==> src/rtl/cfg_pkg.sv <==
// constants, types and helpers for the configuration stream controller
package cfg_pkg;
    // timing
    localparam int CLK_KHZ           = 25000;
    localparam int POR_SHORT_MS      = 2;
    localparam int POR_LONG_MS       = 100;
    localparam int POR_SHORT_CYC     = POR_SHORT_MS * CLK_KHZ;
    localparam int POR_LONG_CYC      = POR_LONG_MS * CLK_KHZ;
    localparam int POR_CNT_W         = 22;
    localparam int DONE_TIMEOUT_CFG_DATA_CLOCK = 64;
    localparam int ERR_PULSE_CYC     = 4;
    localparam int INIT_PULSE_CYC    = 4;

    // flash layout
    localparam int                FLASH_AW      = 20;
    localparam logic [FLASH_AW-1:0] OPT_BASE_ADDR = 20'h08000;
    localparam int                OPT_WORDS     = 32;
    localparam int                OPT_IDX_MODE  = 0;
    localparam int                OPT_IDX_BASE  = 2;
    localparam int                OPT_IDX_LEN   = 10;
    localparam int                PAGE_SHIFT    = 4;

    // option word 0 field positions
    localparam int MODE_SCHEME_LSB = 0;
    localparam int MODE_DECOMP_BIT = 3;
    localparam int MODE_EXTCLK_BIT = 4;
    localparam int MODE_OSC_LSB    = 5;
    localparam int MODE_DIV_LSB    = 8;

    // register map
    localparam logic [7:0] REG_CTRL       = 8'h00;
    localparam logic [7:0] REG_STATUS     = 8'h04;
    localparam logic [7:0] REG_OPTION     = 8'h08;
    localparam int         CTRL_START_BIT = 0;
    localparam int         CTRL_HOLD_BIT  = 1;
    localparam int         STAT_PAGE_LSB  = 8;
    localparam int         STAT_DERR_BIT  = 16;
    localparam int         STAT_CRC_BIT   = 17;

    typedef enum logic [2:0] {
        SCH_N1   = 3'h0,
        SCH_N2   = 3'h1,
        SCH_N4   = 3'h2,
        SCH_N8   = 3'h3,
        SCH_BYTE = 3'h4
    } scheme_e;

    typedef enum logic [7:0] {
        ST_POR      = 8'h01,
        ST_OPT      = 8'h02,
        ST_WAIT     = 8'h04,
        ST_STREAM   = 8'h08,
        ST_DONEW    = 8'h10,
        ST_ERR      = 8'h20,
        ST_HALT     = 8'h40,
        ST_COMPLETE = 8'h80
    } state_e;

    typedef struct packed {
        logic [7:0] divider;
        logic [1:0] osc_sel;
        logic       ext_clk;
        logic       decompress;
        logic [2:0] scheme;
    } opt_s;

    function automatic opt_s decode_opt(input logic [15:0] w);
        opt_s o;
        o.divider    = w[MODE_DIV_LSB +: 8];
        o.osc_sel    = w[MODE_OSC_LSB +: 2];
        o.ext_clk    = w[MODE_EXTCLK_BIT];
        o.decompress = w[MODE_DECOMP_BIT];
        o.scheme     = w[MODE_SCHEME_LSB +: 3];
        return o;
    endfunction

    function automatic logic [3:0] bus_width(input logic [2:0] s);
        case (s)
            SCH_N2:  return 4'h2;
            SCH_N4:  return 4'h4;
            SCH_N8:  return 4'h8;
            SCH_BYTE: return 4'h8;
            default: return 4'h1;
        endcase
    endfunction

    function automatic logic [7:0] bus_mask(input logic [2:0] s);
        case (s)
            SCH_N2:  return 8'h03;
            SCH_N4:  return 8'h0f;
            SCH_N8:  return 8'hff;
            SCH_BYTE: return 8'hff;
            default: return 8'h01;
        endcase
    endfunction
endpackage

==> src/rtl/cfg_stream_ctrl.sv <==
// configuration stream controller: option fetch, page stream, data clock, error handling
//
// Contract
// fetch 32 option words from 0x8000 first
// options set scheme, clock, decompression, page
// start only when status high, done low
// sample page select after reset or POR
// concurrent mode shifts n bits per clock
// byte mode presents eight bits per clock
// unused data outputs driven low
// decompress when enabled, else pass through
// stop data clock while data not ready
// done error after 64 clocks without done
// done error pulses status line low
// status low from target halts transfer
// status release restarts configuration attempt
// completion: clock low, data outputs high
// completion floats internal flash drivers
// outside flash access only after completion
// clock source internal or external input
// source feeds programmable divide counter
// reset interval 2 ms or 100 ms
// private instruction pulls initiate output low
// outputs change away from rising edge
// status low pulse restarts from option fetch
// initiate output open drain, pulls low only
`timescale 1ns/10ps
module cfg_stream_ctrl #(
    parameter int POR_SHORT_CYC = cfg_pkg::POR_SHORT_CYC,
    parameter int POR_LONG_CYC  = cfg_pkg::POR_LONG_CYC
) (
    // clock and reset
    input  wire logic                       i_clock,
    input  wire logic                       i_sys_rst,
    // register port
    input  wire logic [7:0]                 i_reg_addr,
    input  wire logic [31:0]                i_reg_wdata,
    input  wire logic                       i_reg_wr,
    input  wire logic                       i_reg_rd,
    output logic      [31:0]                o_reg_rdata,
    // internal flash path
    output logic      [cfg_pkg::FLASH_AW-1:0] o_flash_addr,
    output logic                            o_flash_rd_req,
    input  wire logic [15:0]                i_flash_rdata,
    input  wire logic                       i_flash_rvalid,
    output logic                            o_flash_bus_oe,
    // target configuration port
    output logic                            o_cfg_data_clock,
    output logic      [7:0]                 o_data,
    input  wire logic                       i_fpga_status_n,
    output logic                            o_fpga_status_n,
    output logic                            o_fpga_status_n_oe,
    input  wire logic                       i_fpga_done_flag,
    output logic                            o_init_cfg_out_n,
    output logic                            o_init_cfg_out_n_oe,
    // straps, clock source and test port
    input  wire logic [2:0]                 i_page_select,
    input  wire logic                       i_reset_delay_select,
    input  wire logic                       i_ext_clock_in,
    input  wire logic                       i_jtag_start_cfg_instr
);
    localparam int AW = cfg_pkg::FLASH_AW;

    cfg_pkg::state_e       state_ff, nxt_state;
    logic [cfg_pkg::POR_CNT_W-1:0] por_cnt_ff;
    logic [15:0]           opt_mem [cfg_pkg::OPT_WORDS];
    logic [15:0]           opt_word_ff;
    logic [5:0]            opt_idx_ff;
    logic [2:0]            page_ff;
    logic                  rd_pend_ff;
    logic [AW-1:0]         addr_ff;
    logic [AW-1:0]         flash_addr_ff;
    logic [AW-1:0]         words_left_ff;
    logic [15:0]           word_ff;
    logic                  word_vld_ff;
    logic [15:0]           cur_word_ff;
    logic [8:0]            cur_left_ff;
    logic [7:0]            sh_byte_ff;
    logic [3:0]            sh_left_ff;
    logic                  armed_ff;
    logic                  cfg_data_clock_ff;
    logic [7:0]            data_ff;
    logic [6:0]            cfg_data_clock_cnt_ff;
    logic [7:0]            div_cnt_ff;
    logic                  ext_prev_ff;
    logic [2:0]            err_cnt_ff;
    logic [2:0]            init_cnt_ff;
    logic                  hold_ff;
    logic                  derr_ff;
    logic                  crc_ff;
    logic [31:0]           rdata_ff;

    cfg_pkg::opt_s         opt;
    logic [3:0]            width;
    logic [7:0]            mask;
    logic                  st_opt, st_stream, st_donew, st_complete;
    logic                  src_tick, cfg_data_clock_tick;
    logic                  byte_avail, avail, take, rise, stream_empty;
    logic [7:0]            next_byte, take_src;
    logic                  fetch_go, opt_done, ext_fault, timeout;
    logic                  start_init, wr_ctrl, wr_status, sample_page;
    logic [AW-1:0]         page_base, page_len;
    logic [cfg_pkg::POR_CNT_W-1:0] por_limit;

    // decode of options and state
    assign opt         = cfg_pkg::decode_opt(opt_word_ff);
    assign width       = cfg_pkg::bus_width(opt.scheme);
    assign mask        = cfg_pkg::bus_mask(opt.scheme);
    assign st_opt      = (state_ff == cfg_pkg::ST_OPT);
    assign st_stream   = (state_ff == cfg_pkg::ST_STREAM);
    assign st_donew    = (state_ff == cfg_pkg::ST_DONEW);
    assign st_complete = (state_ff == cfg_pkg::ST_COMPLETE);

    // reset interval strap, read live while the interval runs
    assign por_limit = i_reset_delay_select ? cfg_pkg::POR_CNT_W'(POR_LONG_CYC)
                                            : cfg_pkg::POR_CNT_W'(POR_SHORT_CYC);

    // data clock source and divider; option fetch ignores the external source
    assign src_tick  = (opt.ext_clk && !st_opt) ? (i_ext_clock_in & ~ext_prev_ff)
                                                : 1'b1;
    assign cfg_data_clock_tick = src_tick && (div_cnt_ff == opt.divider);

    // flash fetch: one outstanding read
    assign opt_done  = (opt_idx_ff == 6'(cfg_pkg::OPT_WORDS)) && !rd_pend_ff;
    assign fetch_go  = !rd_pend_ff && i_fpga_status_n && ((st_opt && !opt_done)
                     || (st_stream && !word_vld_ff && words_left_ff != '0));
    assign page_base = AW'({opt_mem[cfg_pkg::OPT_IDX_BASE + int'(page_ff)], 4'h0});
    assign page_len  = AW'({opt_mem[cfg_pkg::OPT_IDX_LEN + int'(page_ff)], 4'h0});

    // byte stage: run of repeated bytes or two literal bytes per word
    assign byte_avail = (cur_left_ff != '0);
    assign next_byte  = (opt.decompress || cur_left_ff == 9'h002) ? cur_word_ff[7:0]
                                                                   : cur_word_ff[15:8];
    assign avail      = (sh_left_ff != '0) || byte_avail;
    assign take_src   = (sh_left_ff != '0) ? sh_byte_ff : next_byte;

    // data steps only at a falling edge or while paused low
    assign rise = cfg_data_clock_tick && st_stream && !cfg_data_clock_ff && armed_ff && i_fpga_status_n;
    assign take = cfg_data_clock_tick && st_stream && !hold_ff && !(!cfg_data_clock_ff && armed_ff)
                && avail && i_fpga_status_n;
    assign stream_empty = !avail && !word_vld_ff && !rd_pend_ff
                        && words_left_ff == '0;
    assign timeout   = st_donew && (cfg_data_clock_cnt_ff == 7'(cfg_pkg::DONE_TIMEOUT_CFG_DATA_CLOCK));
    assign ext_fault = !i_fpga_status_n && (state_ff != cfg_pkg::ST_POR)
                     && (state_ff != cfg_pkg::ST_ERR) && (state_ff != cfg_pkg::ST_HALT);

    // register port decode
    assign wr_ctrl    = i_reg_wr && (i_reg_addr == cfg_pkg::REG_CTRL);
    assign wr_status  = i_reg_wr && (i_reg_addr == cfg_pkg::REG_STATUS);
    assign start_init = i_jtag_start_cfg_instr
                      || (wr_ctrl && i_reg_wdata[cfg_pkg::CTRL_START_BIT]);
    assign sample_page = (state_ff == cfg_pkg::ST_POR && por_cnt_ff >= por_limit)
                       || (state_ff == cfg_pkg::ST_HALT && i_fpga_status_n);

    always_comb begin
        nxt_state = state_ff;
        unique case (state_ff)
            cfg_pkg::ST_POR:      if (por_cnt_ff >= por_limit) nxt_state = cfg_pkg::ST_OPT;
            cfg_pkg::ST_OPT:      if (opt_done) nxt_state = cfg_pkg::ST_WAIT;
            cfg_pkg::ST_WAIT: begin
                if (i_fpga_status_n && !i_fpga_done_flag && !hold_ff) begin
                    nxt_state = cfg_pkg::ST_STREAM;
                end
            end
            cfg_pkg::ST_STREAM: begin
                if (stream_empty && !cfg_data_clock_ff && !armed_ff) nxt_state = cfg_pkg::ST_DONEW;
            end
            cfg_pkg::ST_DONEW: begin
                if (i_fpga_done_flag) nxt_state = cfg_pkg::ST_COMPLETE;
                else if (timeout) nxt_state = cfg_pkg::ST_ERR;
            end
            cfg_pkg::ST_ERR: begin
                if (err_cnt_ff == 3'(cfg_pkg::ERR_PULSE_CYC - 1)) nxt_state = cfg_pkg::ST_HALT;
            end
            cfg_pkg::ST_HALT:     if (i_fpga_status_n) nxt_state = cfg_pkg::ST_OPT;
            cfg_pkg::ST_COMPLETE: nxt_state = cfg_pkg::ST_COMPLETE;
        endcase
        if (ext_fault) nxt_state = cfg_pkg::ST_HALT;
    end

    always_ff @(posedge i_clock or posedge i_sys_rst) begin
        if (i_sys_rst) begin
            state_ff   <= cfg_pkg::ST_POR;
            por_cnt_ff <= '0;
            err_cnt_ff <= '0;
        end else begin
            state_ff   <= nxt_state;
            por_cnt_ff <= (state_ff == cfg_pkg::ST_POR) ? por_cnt_ff + 1'b1 : por_cnt_ff;
            err_cnt_ff <= (state_ff == cfg_pkg::ST_ERR) ? err_cnt_ff + 1'b1 : 3'h0;
        end
    end

    // page select caught when a new attempt begins
    always_ff @(posedge i_clock or posedge i_sys_rst) begin
        if (i_sys_rst) begin
            page_ff <= '0;
        end else if (sample_page) begin
            page_ff <= i_page_select;
        end
    end

    // option words land in local storage
    always_ff @(posedge i_clock) begin
        if (st_opt && i_flash_rvalid) begin
            opt_mem[opt_idx_ff[4:0]] <= i_flash_rdata;
        end
    end

    always_ff @(posedge i_clock or posedge i_sys_rst) begin
        if (i_sys_rst) begin
            opt_idx_ff    <= '0;
            opt_word_ff   <= '0;
            rd_pend_ff    <= 1'b0;
            addr_ff       <= '0;
            flash_addr_ff <= '0;
            words_left_ff <= '0;
            word_ff       <= '0;
            word_vld_ff   <= 1'b0;
        end else begin
            if (sample_page) begin
                opt_idx_ff <= '0;
            end else if (st_opt && i_flash_rvalid) begin
                opt_idx_ff <= opt_idx_ff + 1'b1;
            end
            if (st_opt && i_flash_rvalid && opt_idx_ff == 6'(cfg_pkg::OPT_IDX_MODE)) begin
                opt_word_ff <= i_flash_rdata;
            end
            if (fetch_go) begin
                rd_pend_ff    <= 1'b1;
                flash_addr_ff <= st_opt ? cfg_pkg::OPT_BASE_ADDR + AW'(opt_idx_ff) : addr_ff;
            end else if (i_flash_rvalid || ext_fault) begin
                rd_pend_ff    <= 1'b0;
            end
            if (st_opt && opt_done) begin
                addr_ff       <= page_base;
                words_left_ff <= page_len;
            end else if (fetch_go && st_stream) begin
                addr_ff       <= addr_ff + 1'b1;
                words_left_ff <= words_left_ff - 1'b1;
            end
            if (st_stream && rd_pend_ff && i_flash_rvalid) begin
                word_ff     <= i_flash_rdata;
                word_vld_ff <= 1'b1;
            end else if (!st_stream || (word_vld_ff && cur_left_ff == '0)) begin
                word_vld_ff <= 1'b0;
            end
        end
    end

    // byte stage and shifter
    always_ff @(posedge i_clock or posedge i_sys_rst) begin
        if (i_sys_rst) begin
            cur_word_ff <= '0;
            cur_left_ff <= '0;
            sh_byte_ff  <= '0;
            sh_left_ff  <= '0;
        end else if (!st_stream) begin
            cur_left_ff <= '0;
            sh_left_ff  <= '0;
        end else begin
            if (cur_left_ff == '0 && word_vld_ff) begin
                cur_word_ff <= word_ff;
                cur_left_ff <= opt.decompress ? 9'({1'b0, word_ff[15:8]}) + 9'h001
                                              : 9'h002;
            end else if (take && sh_left_ff == '0) begin
                cur_left_ff <= cur_left_ff - 1'b1;
            end
            if (take) begin
                sh_byte_ff <= take_src >> width;
                sh_left_ff <= ((sh_left_ff == '0) ? 4'h8 : sh_left_ff) - width;
            end
        end
    end

    // data clock and data pins
    always_ff @(posedge i_clock or posedge i_sys_rst) begin
        if (i_sys_rst) begin
            cfg_data_clock_ff     <= 1'b0;
            armed_ff    <= 1'b0;
            data_ff     <= '0;
            cfg_data_clock_cnt_ff <= '0;
            div_cnt_ff  <= '0;
            ext_prev_ff <= 1'b0;
        end else begin
            ext_prev_ff <= i_ext_clock_in;
            if (src_tick) begin
                div_cnt_ff <= cfg_data_clock_tick ? 8'h00 : div_cnt_ff + 1'b1;
            end
            if (st_stream) begin
                if ((cfg_data_clock_tick || !i_fpga_status_n) && cfg_data_clock_ff) cfg_data_clock_ff <= 1'b0;
                else if (rise)            cfg_data_clock_ff <= 1'b1;
                if (take)                 armed_ff <= 1'b1;
                else if (rise)            armed_ff <= 1'b0;
            end else if (st_donew && !i_fpga_done_flag) begin
                if (cfg_data_clock_tick) cfg_data_clock_ff <= ~cfg_data_clock_ff;
                armed_ff <= 1'b0;
            end else begin
                cfg_data_clock_ff  <= 1'b0;
                armed_ff <= 1'b0;
            end
            if (nxt_state == cfg_pkg::ST_COMPLETE) begin
                data_ff <= 8'hff;
            end else if (take) begin
                data_ff <= take_src & mask;
            end else if (!st_stream && !st_donew) begin
                data_ff <= 8'h00;
            end
            if (st_donew && cfg_data_clock_tick && !cfg_data_clock_ff) begin
                cfg_data_clock_cnt_ff <= cfg_data_clock_cnt_ff + 1'b1;
            end else if (!st_donew) begin
                cfg_data_clock_cnt_ff <= '0;
            end
        end
    end

    // initiate output pulse, control and sticky status
    always_ff @(posedge i_clock or posedge i_sys_rst) begin
        if (i_sys_rst) begin
            init_cnt_ff <= '0;
            hold_ff     <= 1'b0;
            derr_ff     <= 1'b0;
            crc_ff      <= 1'b0;
            rdata_ff    <= '0;
        end else begin
            if (start_init) begin
                init_cnt_ff <= 3'(cfg_pkg::INIT_PULSE_CYC);
            end else if (init_cnt_ff != '0) begin
                init_cnt_ff <= init_cnt_ff - 1'b1;
            end
            if (wr_ctrl) hold_ff <= i_reg_wdata[cfg_pkg::CTRL_HOLD_BIT];
            // set wins over a simultaneous clear
            if (timeout && !i_fpga_done_flag) begin
                derr_ff <= 1'b1;
            end else if (wr_status && i_reg_wdata[cfg_pkg::STAT_DERR_BIT]) begin
                derr_ff <= 1'b0;
            end
            if (ext_fault && (st_stream || st_donew)) begin
                crc_ff <= 1'b1;
            end else if (wr_status && i_reg_wdata[cfg_pkg::STAT_CRC_BIT]) begin
                crc_ff <= 1'b0;
            end
            rdata_ff <= '0;
            if (i_reg_rd) begin
                unique case (i_reg_addr)
                    cfg_pkg::REG_CTRL:   rdata_ff <= 32'({hold_ff, 1'b0});
                    cfg_pkg::REG_STATUS: rdata_ff <= {14'h0000, crc_ff, derr_ff,
                                                      5'h00, page_ff, state_ff};
                    cfg_pkg::REG_OPTION: rdata_ff <= {16'h0000, opt_word_ff};
                    default:             rdata_ff <= '0;
                endcase
            end
        end
    end

    // outputs
    assign o_reg_rdata         = rdata_ff;
    assign o_flash_addr        = flash_addr_ff;
    assign o_flash_rd_req      = rd_pend_ff;
    assign o_flash_bus_oe      = !st_complete;
    assign o_cfg_data_clock    = cfg_data_clock_ff;
    assign o_data              = data_ff;
    assign o_fpga_status_n     = 1'b0;
    assign o_fpga_status_n_oe  = (state_ff == cfg_pkg::ST_POR)
                               || (state_ff == cfg_pkg::ST_ERR);
    assign o_init_cfg_out_n    = 1'b0;
    assign o_init_cfg_out_n_oe = (init_cnt_ff != '0);
endmodule
==> config.mk <==
export PLATFORM = sky130hd
export DESIGN_NAME = cfg_stream_ctrl
export DESIGN_NICKNAME = d
export VERILOG_FILES = /design/src/rtl/cfg_pkg.sv /design/src/rtl/cfg_stream_ctrl.sv
export SDC_FILE = /design/constraint.sdc
export NUM_CORES = 1
export LEC_CHECK = 0
export BUFFER_PORTS_ARGS = -buffer_cell sky130_fd_sc_hd__buf_4
export CAP_MARGIN = 30
export CORE_ASPECT_RATIO = 1.1
export CORE_MARGIN = 3
export CORE_UTILIZATION = 40
export CTS_CLUSTER_DIAMETER = 150
export DETAILED_ROUTE_END_ITERATION = 8
export GPL_ROUTABILITY_DRIVEN = 0
export MAX_ROUTING_LAYER = met4
export PLACE_DENSITY_LB_ADDON = 0.15
export SETUP_SLACK_MARGIN = 0.1
export SLEW_MARGIN = 5
export SYNTH_ARGS = -nofsm -noshare
export SYNTH_HDL_FRONTEND = slang
export SYNTH_SLANG_ARGS = --single-unit
==> constraint.sdc <==
create_clock -name i_clock -period 12.9 [get_ports i_clock]
set_input_delay 0 -clock i_clock [delete_from_list [all_inputs] [get_ports i_clock]]
set_output_delay 0 -clock i_clock [all_outputs]
set_load 0.01 [all_outputs]
==> results.md <==
- Status: finished, final reports clean
- Synth Cell Area: 26580 um^2
- Max Slew Vio Count: 0
- CTS Buf Count: 68
- Die width: 251.8 um
- Worst setup SP type: flop
- Critical Path Sink Type: flop
- Initial DRC count: 1299
- Via/cell ratio: 5.533
- Slew margin rel.: 39.08%
- Setup TNS: 0 ps
- Grt total ovfl: 0
- Minimum hold slack: 30.36 ps
- Synth top cells by count: edfxtp_1 (384), dfrtp_1 (222), nor2_1 (131), nand2_1 (122), mux4_2 (98)
- Drt total wl: 67900 um
- Root Buffer Master: clkbuf_16
- Final Cycle Share: 26.84%
- Worst slew pin tran: 906.9 ps
- Most common cell in the netlist: edfxtp_1
- Area share of and/or/nand/nor cells after synthesis: 10.35%
- Hold Fails Final Rpt: 0
- PD cells: 181.0 nW/um^2
- Crit-path slowest cell: dfrtp_4
- Initial antenna violation count: 1
- Total track usage: 20.24%
- DRC: 0
- Placed Area: 28240 um^2
- Met3 Usage GRT: 2.982%
- Fin nets: 2086
- Largest net degree at the start of global routing: 83
- EDFF count, synth: 384
- Vias in the first global route: 16260
- Predominant post-synthesis flop cell: edfxtp_1
- First-pass GRT wire length: 103100 um
- # port buffers: 91
- Num Clock Sinks: 607
- Yosys top cell by area: edfxtp_1
- Syn Inst Count: 1826
- Clk pin slew, worst setup/hold paths: 60 ps
- Post-synthesis xor/xnor area fraction: 2.471%
- Core footprint: 65360 um^2
- Synth top area cells: edfxtp_1 (43%), dfrtp_1 (21%), mux4_2 (8.3%)
- Met2 global-route usage: 32.78%
- Skew-Pair Late Insertion Delay: 620 ps
- Post-CTS Setup Bufs: 0
- Ys Warns: 0
- Mux contribution to synthesized area: 13.06%
- Setup violations, final: 0
- Post-synth top area share: 43.38%
- Synth Area in Adders: 1.770%
- Avg Cell Area, Syn: 14.56 um^2
- Asr flop ratio synth: 36.74%
- Worst EP arrival: 3960 ps
- # rows: 98
- GR Util met1: 26.96%
- ANT nets after route: 0
- Maximum root-to-sink buffer count: 3
- Synth Register Bits: 607
- Setup WS post-layout: 9437 ps
- Setup Skew: 42.27 ps
- Die height: 276.4 um
- Fin area: 30850 um^2
- Area Growth Syn to Fin: 16.07%
- Slowest stage delay, CP: 940 ps
- DP Worst Slack: 8943 ps
- Max cap viols: 0
- Sequential area share after synthesis: 64.38%
- Vias post-DR: 15970
- WP data required: 13400 ps
- Share of post-route cells with drive strength above 1: 21.71%
- Crit-path cells: ha_2 > buf_4 > mux2i_1 > nor2_1 > a21oi_1 > o22ai_1 > or2_2
- Ports: 136
- Post-DP HPWL: 42950 um
- H-tree depth: 3
- VDD IR max: 0.1098 mV
- Global route hottest layer: met2
- CTS tree: built
- Lkg Pwr: 11.48 nW
- Area fraction in compound gates after synthesis: 5.432%
- Die area: 69580 um^2
- DR pass1 iterations: 5
- Main combinational cell family by area after synthesis: multiplexers
- WL/cell: 23.52 um
- CP max FO: 47
- Max Freq: 288.8 MHz
- Minimum clock period: 3463 ps
- Initial core utilization: 40.67%
- RSZ-0062 raised after global routing: false
- Fillers: 5799
- Worst Setup Path Type: flop to flop
- Synth unique cells: 86
- Hold/Removal Path Class: primary input to async pin
## registers in the layout (all words and copies together) (netlist names), 16 cells and up
name,flops
opt_word_ff,16
addr_ff,20
por_cnt_ff,22
o_flash_addr,20
cur_word_ff,16
words_left_ff,20
opt_mem,384
word_ff,16
o_reg_rdata,18
## where the power goes
group / switching, W / internal (W)
registers: 0.000160 / 0.00216
clock network: 0.000818 / 0.00107
logic: 0.000750 / 0.000628
total: 0.00173 / 0.00386
## per-layer routing
| metal | wire [um] | vias to the layer above |
|---|---|---|
| met4 | 1241 | 0 |
| met1 | 29800 | 8194 |
| met5 | 0 | - |
| met2 | 33450 | 452 |
| li1 | - | 7241 |
| met3 | 3406 | 87 |
## final cells by class
cell class / count / area [um^2] / share of cell area, %
antenna: 1 / 2.502 / 0.008111
inverter: 35 / 138.9 / 0.4502
timing repair buffer: 177 / 1455 / 4.717
sequential: 607 / 17120 / 55.49
tap: 850 / 1064 / 3.447
clock buffer: 92 / 1852 / 6.002
multi-input combinational: 1091 / 8884 / 28.79
clock inverter: 34 / 336.6 / 1.091
## worst max-delay path: cells and delay by family (launching register included)
| kind | cells | cell delay (ps) |
|---|---|---|
| and+or+nand+nor | 2 | 420 |
| DFF | 1 | 940 |
| buffers and inverters | 1 | 690 |
| adders and majority gates | 1 | 510 |
| AOI/OAI and AO/OA | 2 | 310 |
| muxes | 1 | 410 |
## what timing repair did
action,in CTS,in global routing
hold endpoints to repair,538,0
gates resized for setup,0,0
hold buffers,41,0
## cells by family after synthesis
family | count (synthesis)
AND/OR/NAND/NOR | 529
XOR/XNOR | 75
AO/OA/AOI/OAI | 218
flip-flops | 607
adder cells (fa/ha/maj) | 37
multiplexers | 216
buffers and inverters | 143
other | 1
## placed cells by master (no fill, tap or decap), types with 6 or more instances in the layout
cell / instances
clkbuf_1: 18
nand3_1: 75
a22oi_1: 13
xor2_1: 29
nor2_1: 129
mux2i_1: 51
dfrtp_1: 220
nor3_1: 25
clkbuf_16: 68
or3_1: 9
nor2b_1: 8
mux4_2: 98
ha_1: 35
clkinv_2: 13
clkbuf_8: 6
and4_1: 15
and3_1: 24
a21oi_1: 34
nor4_1: 24
nand4_1: 22
edfxtp_1: 384
buf_4: 134
inv_1: 34
nand2b_1: 12
a211oi_1: 16
mux2_2: 67
o211ai_1: 23
clkinv_1: 8
and2_1: 9
nand2_1: 122
dlygate4sd3_1: 41
xnor2_1: 46
o21ai_0: 68
or2_2: 6
nor3b_1: 8
conb_1: 16
## final timing paths
check | startpoint | end | slack [ps] | cells after the start
setup reg to reg | page_ff[1]$_DFFE_PP0N_ | addr_ff[8]$_DFFE_PP0P_ | 9440 | 7
min in group i_clock | i_ext_clock_in | ext_prev_ff$_DFF_PP0_ | 40 | 2
hold / removal | i_sys_rst | o_flash_addr[13]$_DFFE_PP0P_ | 30 | 3
setup / recovery | page_ff[1]$_DFFE_PP0N_ | addr_ff[8]$_DFFE_PP0P_ | 9440 | 7
max in group asynchronous | i_sys_rst | div_cnt_ff[1]$_DFFE_PP0P_ | 10870 | 6
hold reg to reg | err_cnt_ff[0]$_DFF_PP0_ | err_cnt_ff[0]$_DFF_PP0_ | 440 | 1
## metrics by stage
| stage | util [%] | cells | power (W) |
|---|---|---|---|
| floorplan | - | 1841 | 0.003275 |
| global placement | 43.14 | 2715 | 0.003739 |
| detailed placement | 43.22 | 2718 | 0.003759 |
| CTS | 47.19 | 2885 | 0.005668 |
| global route | 47.21 | 2887 | 0.005856 |
| finish | 47.21 | 2887 | 0.005586 |
(Power assumes the default switching activity.)
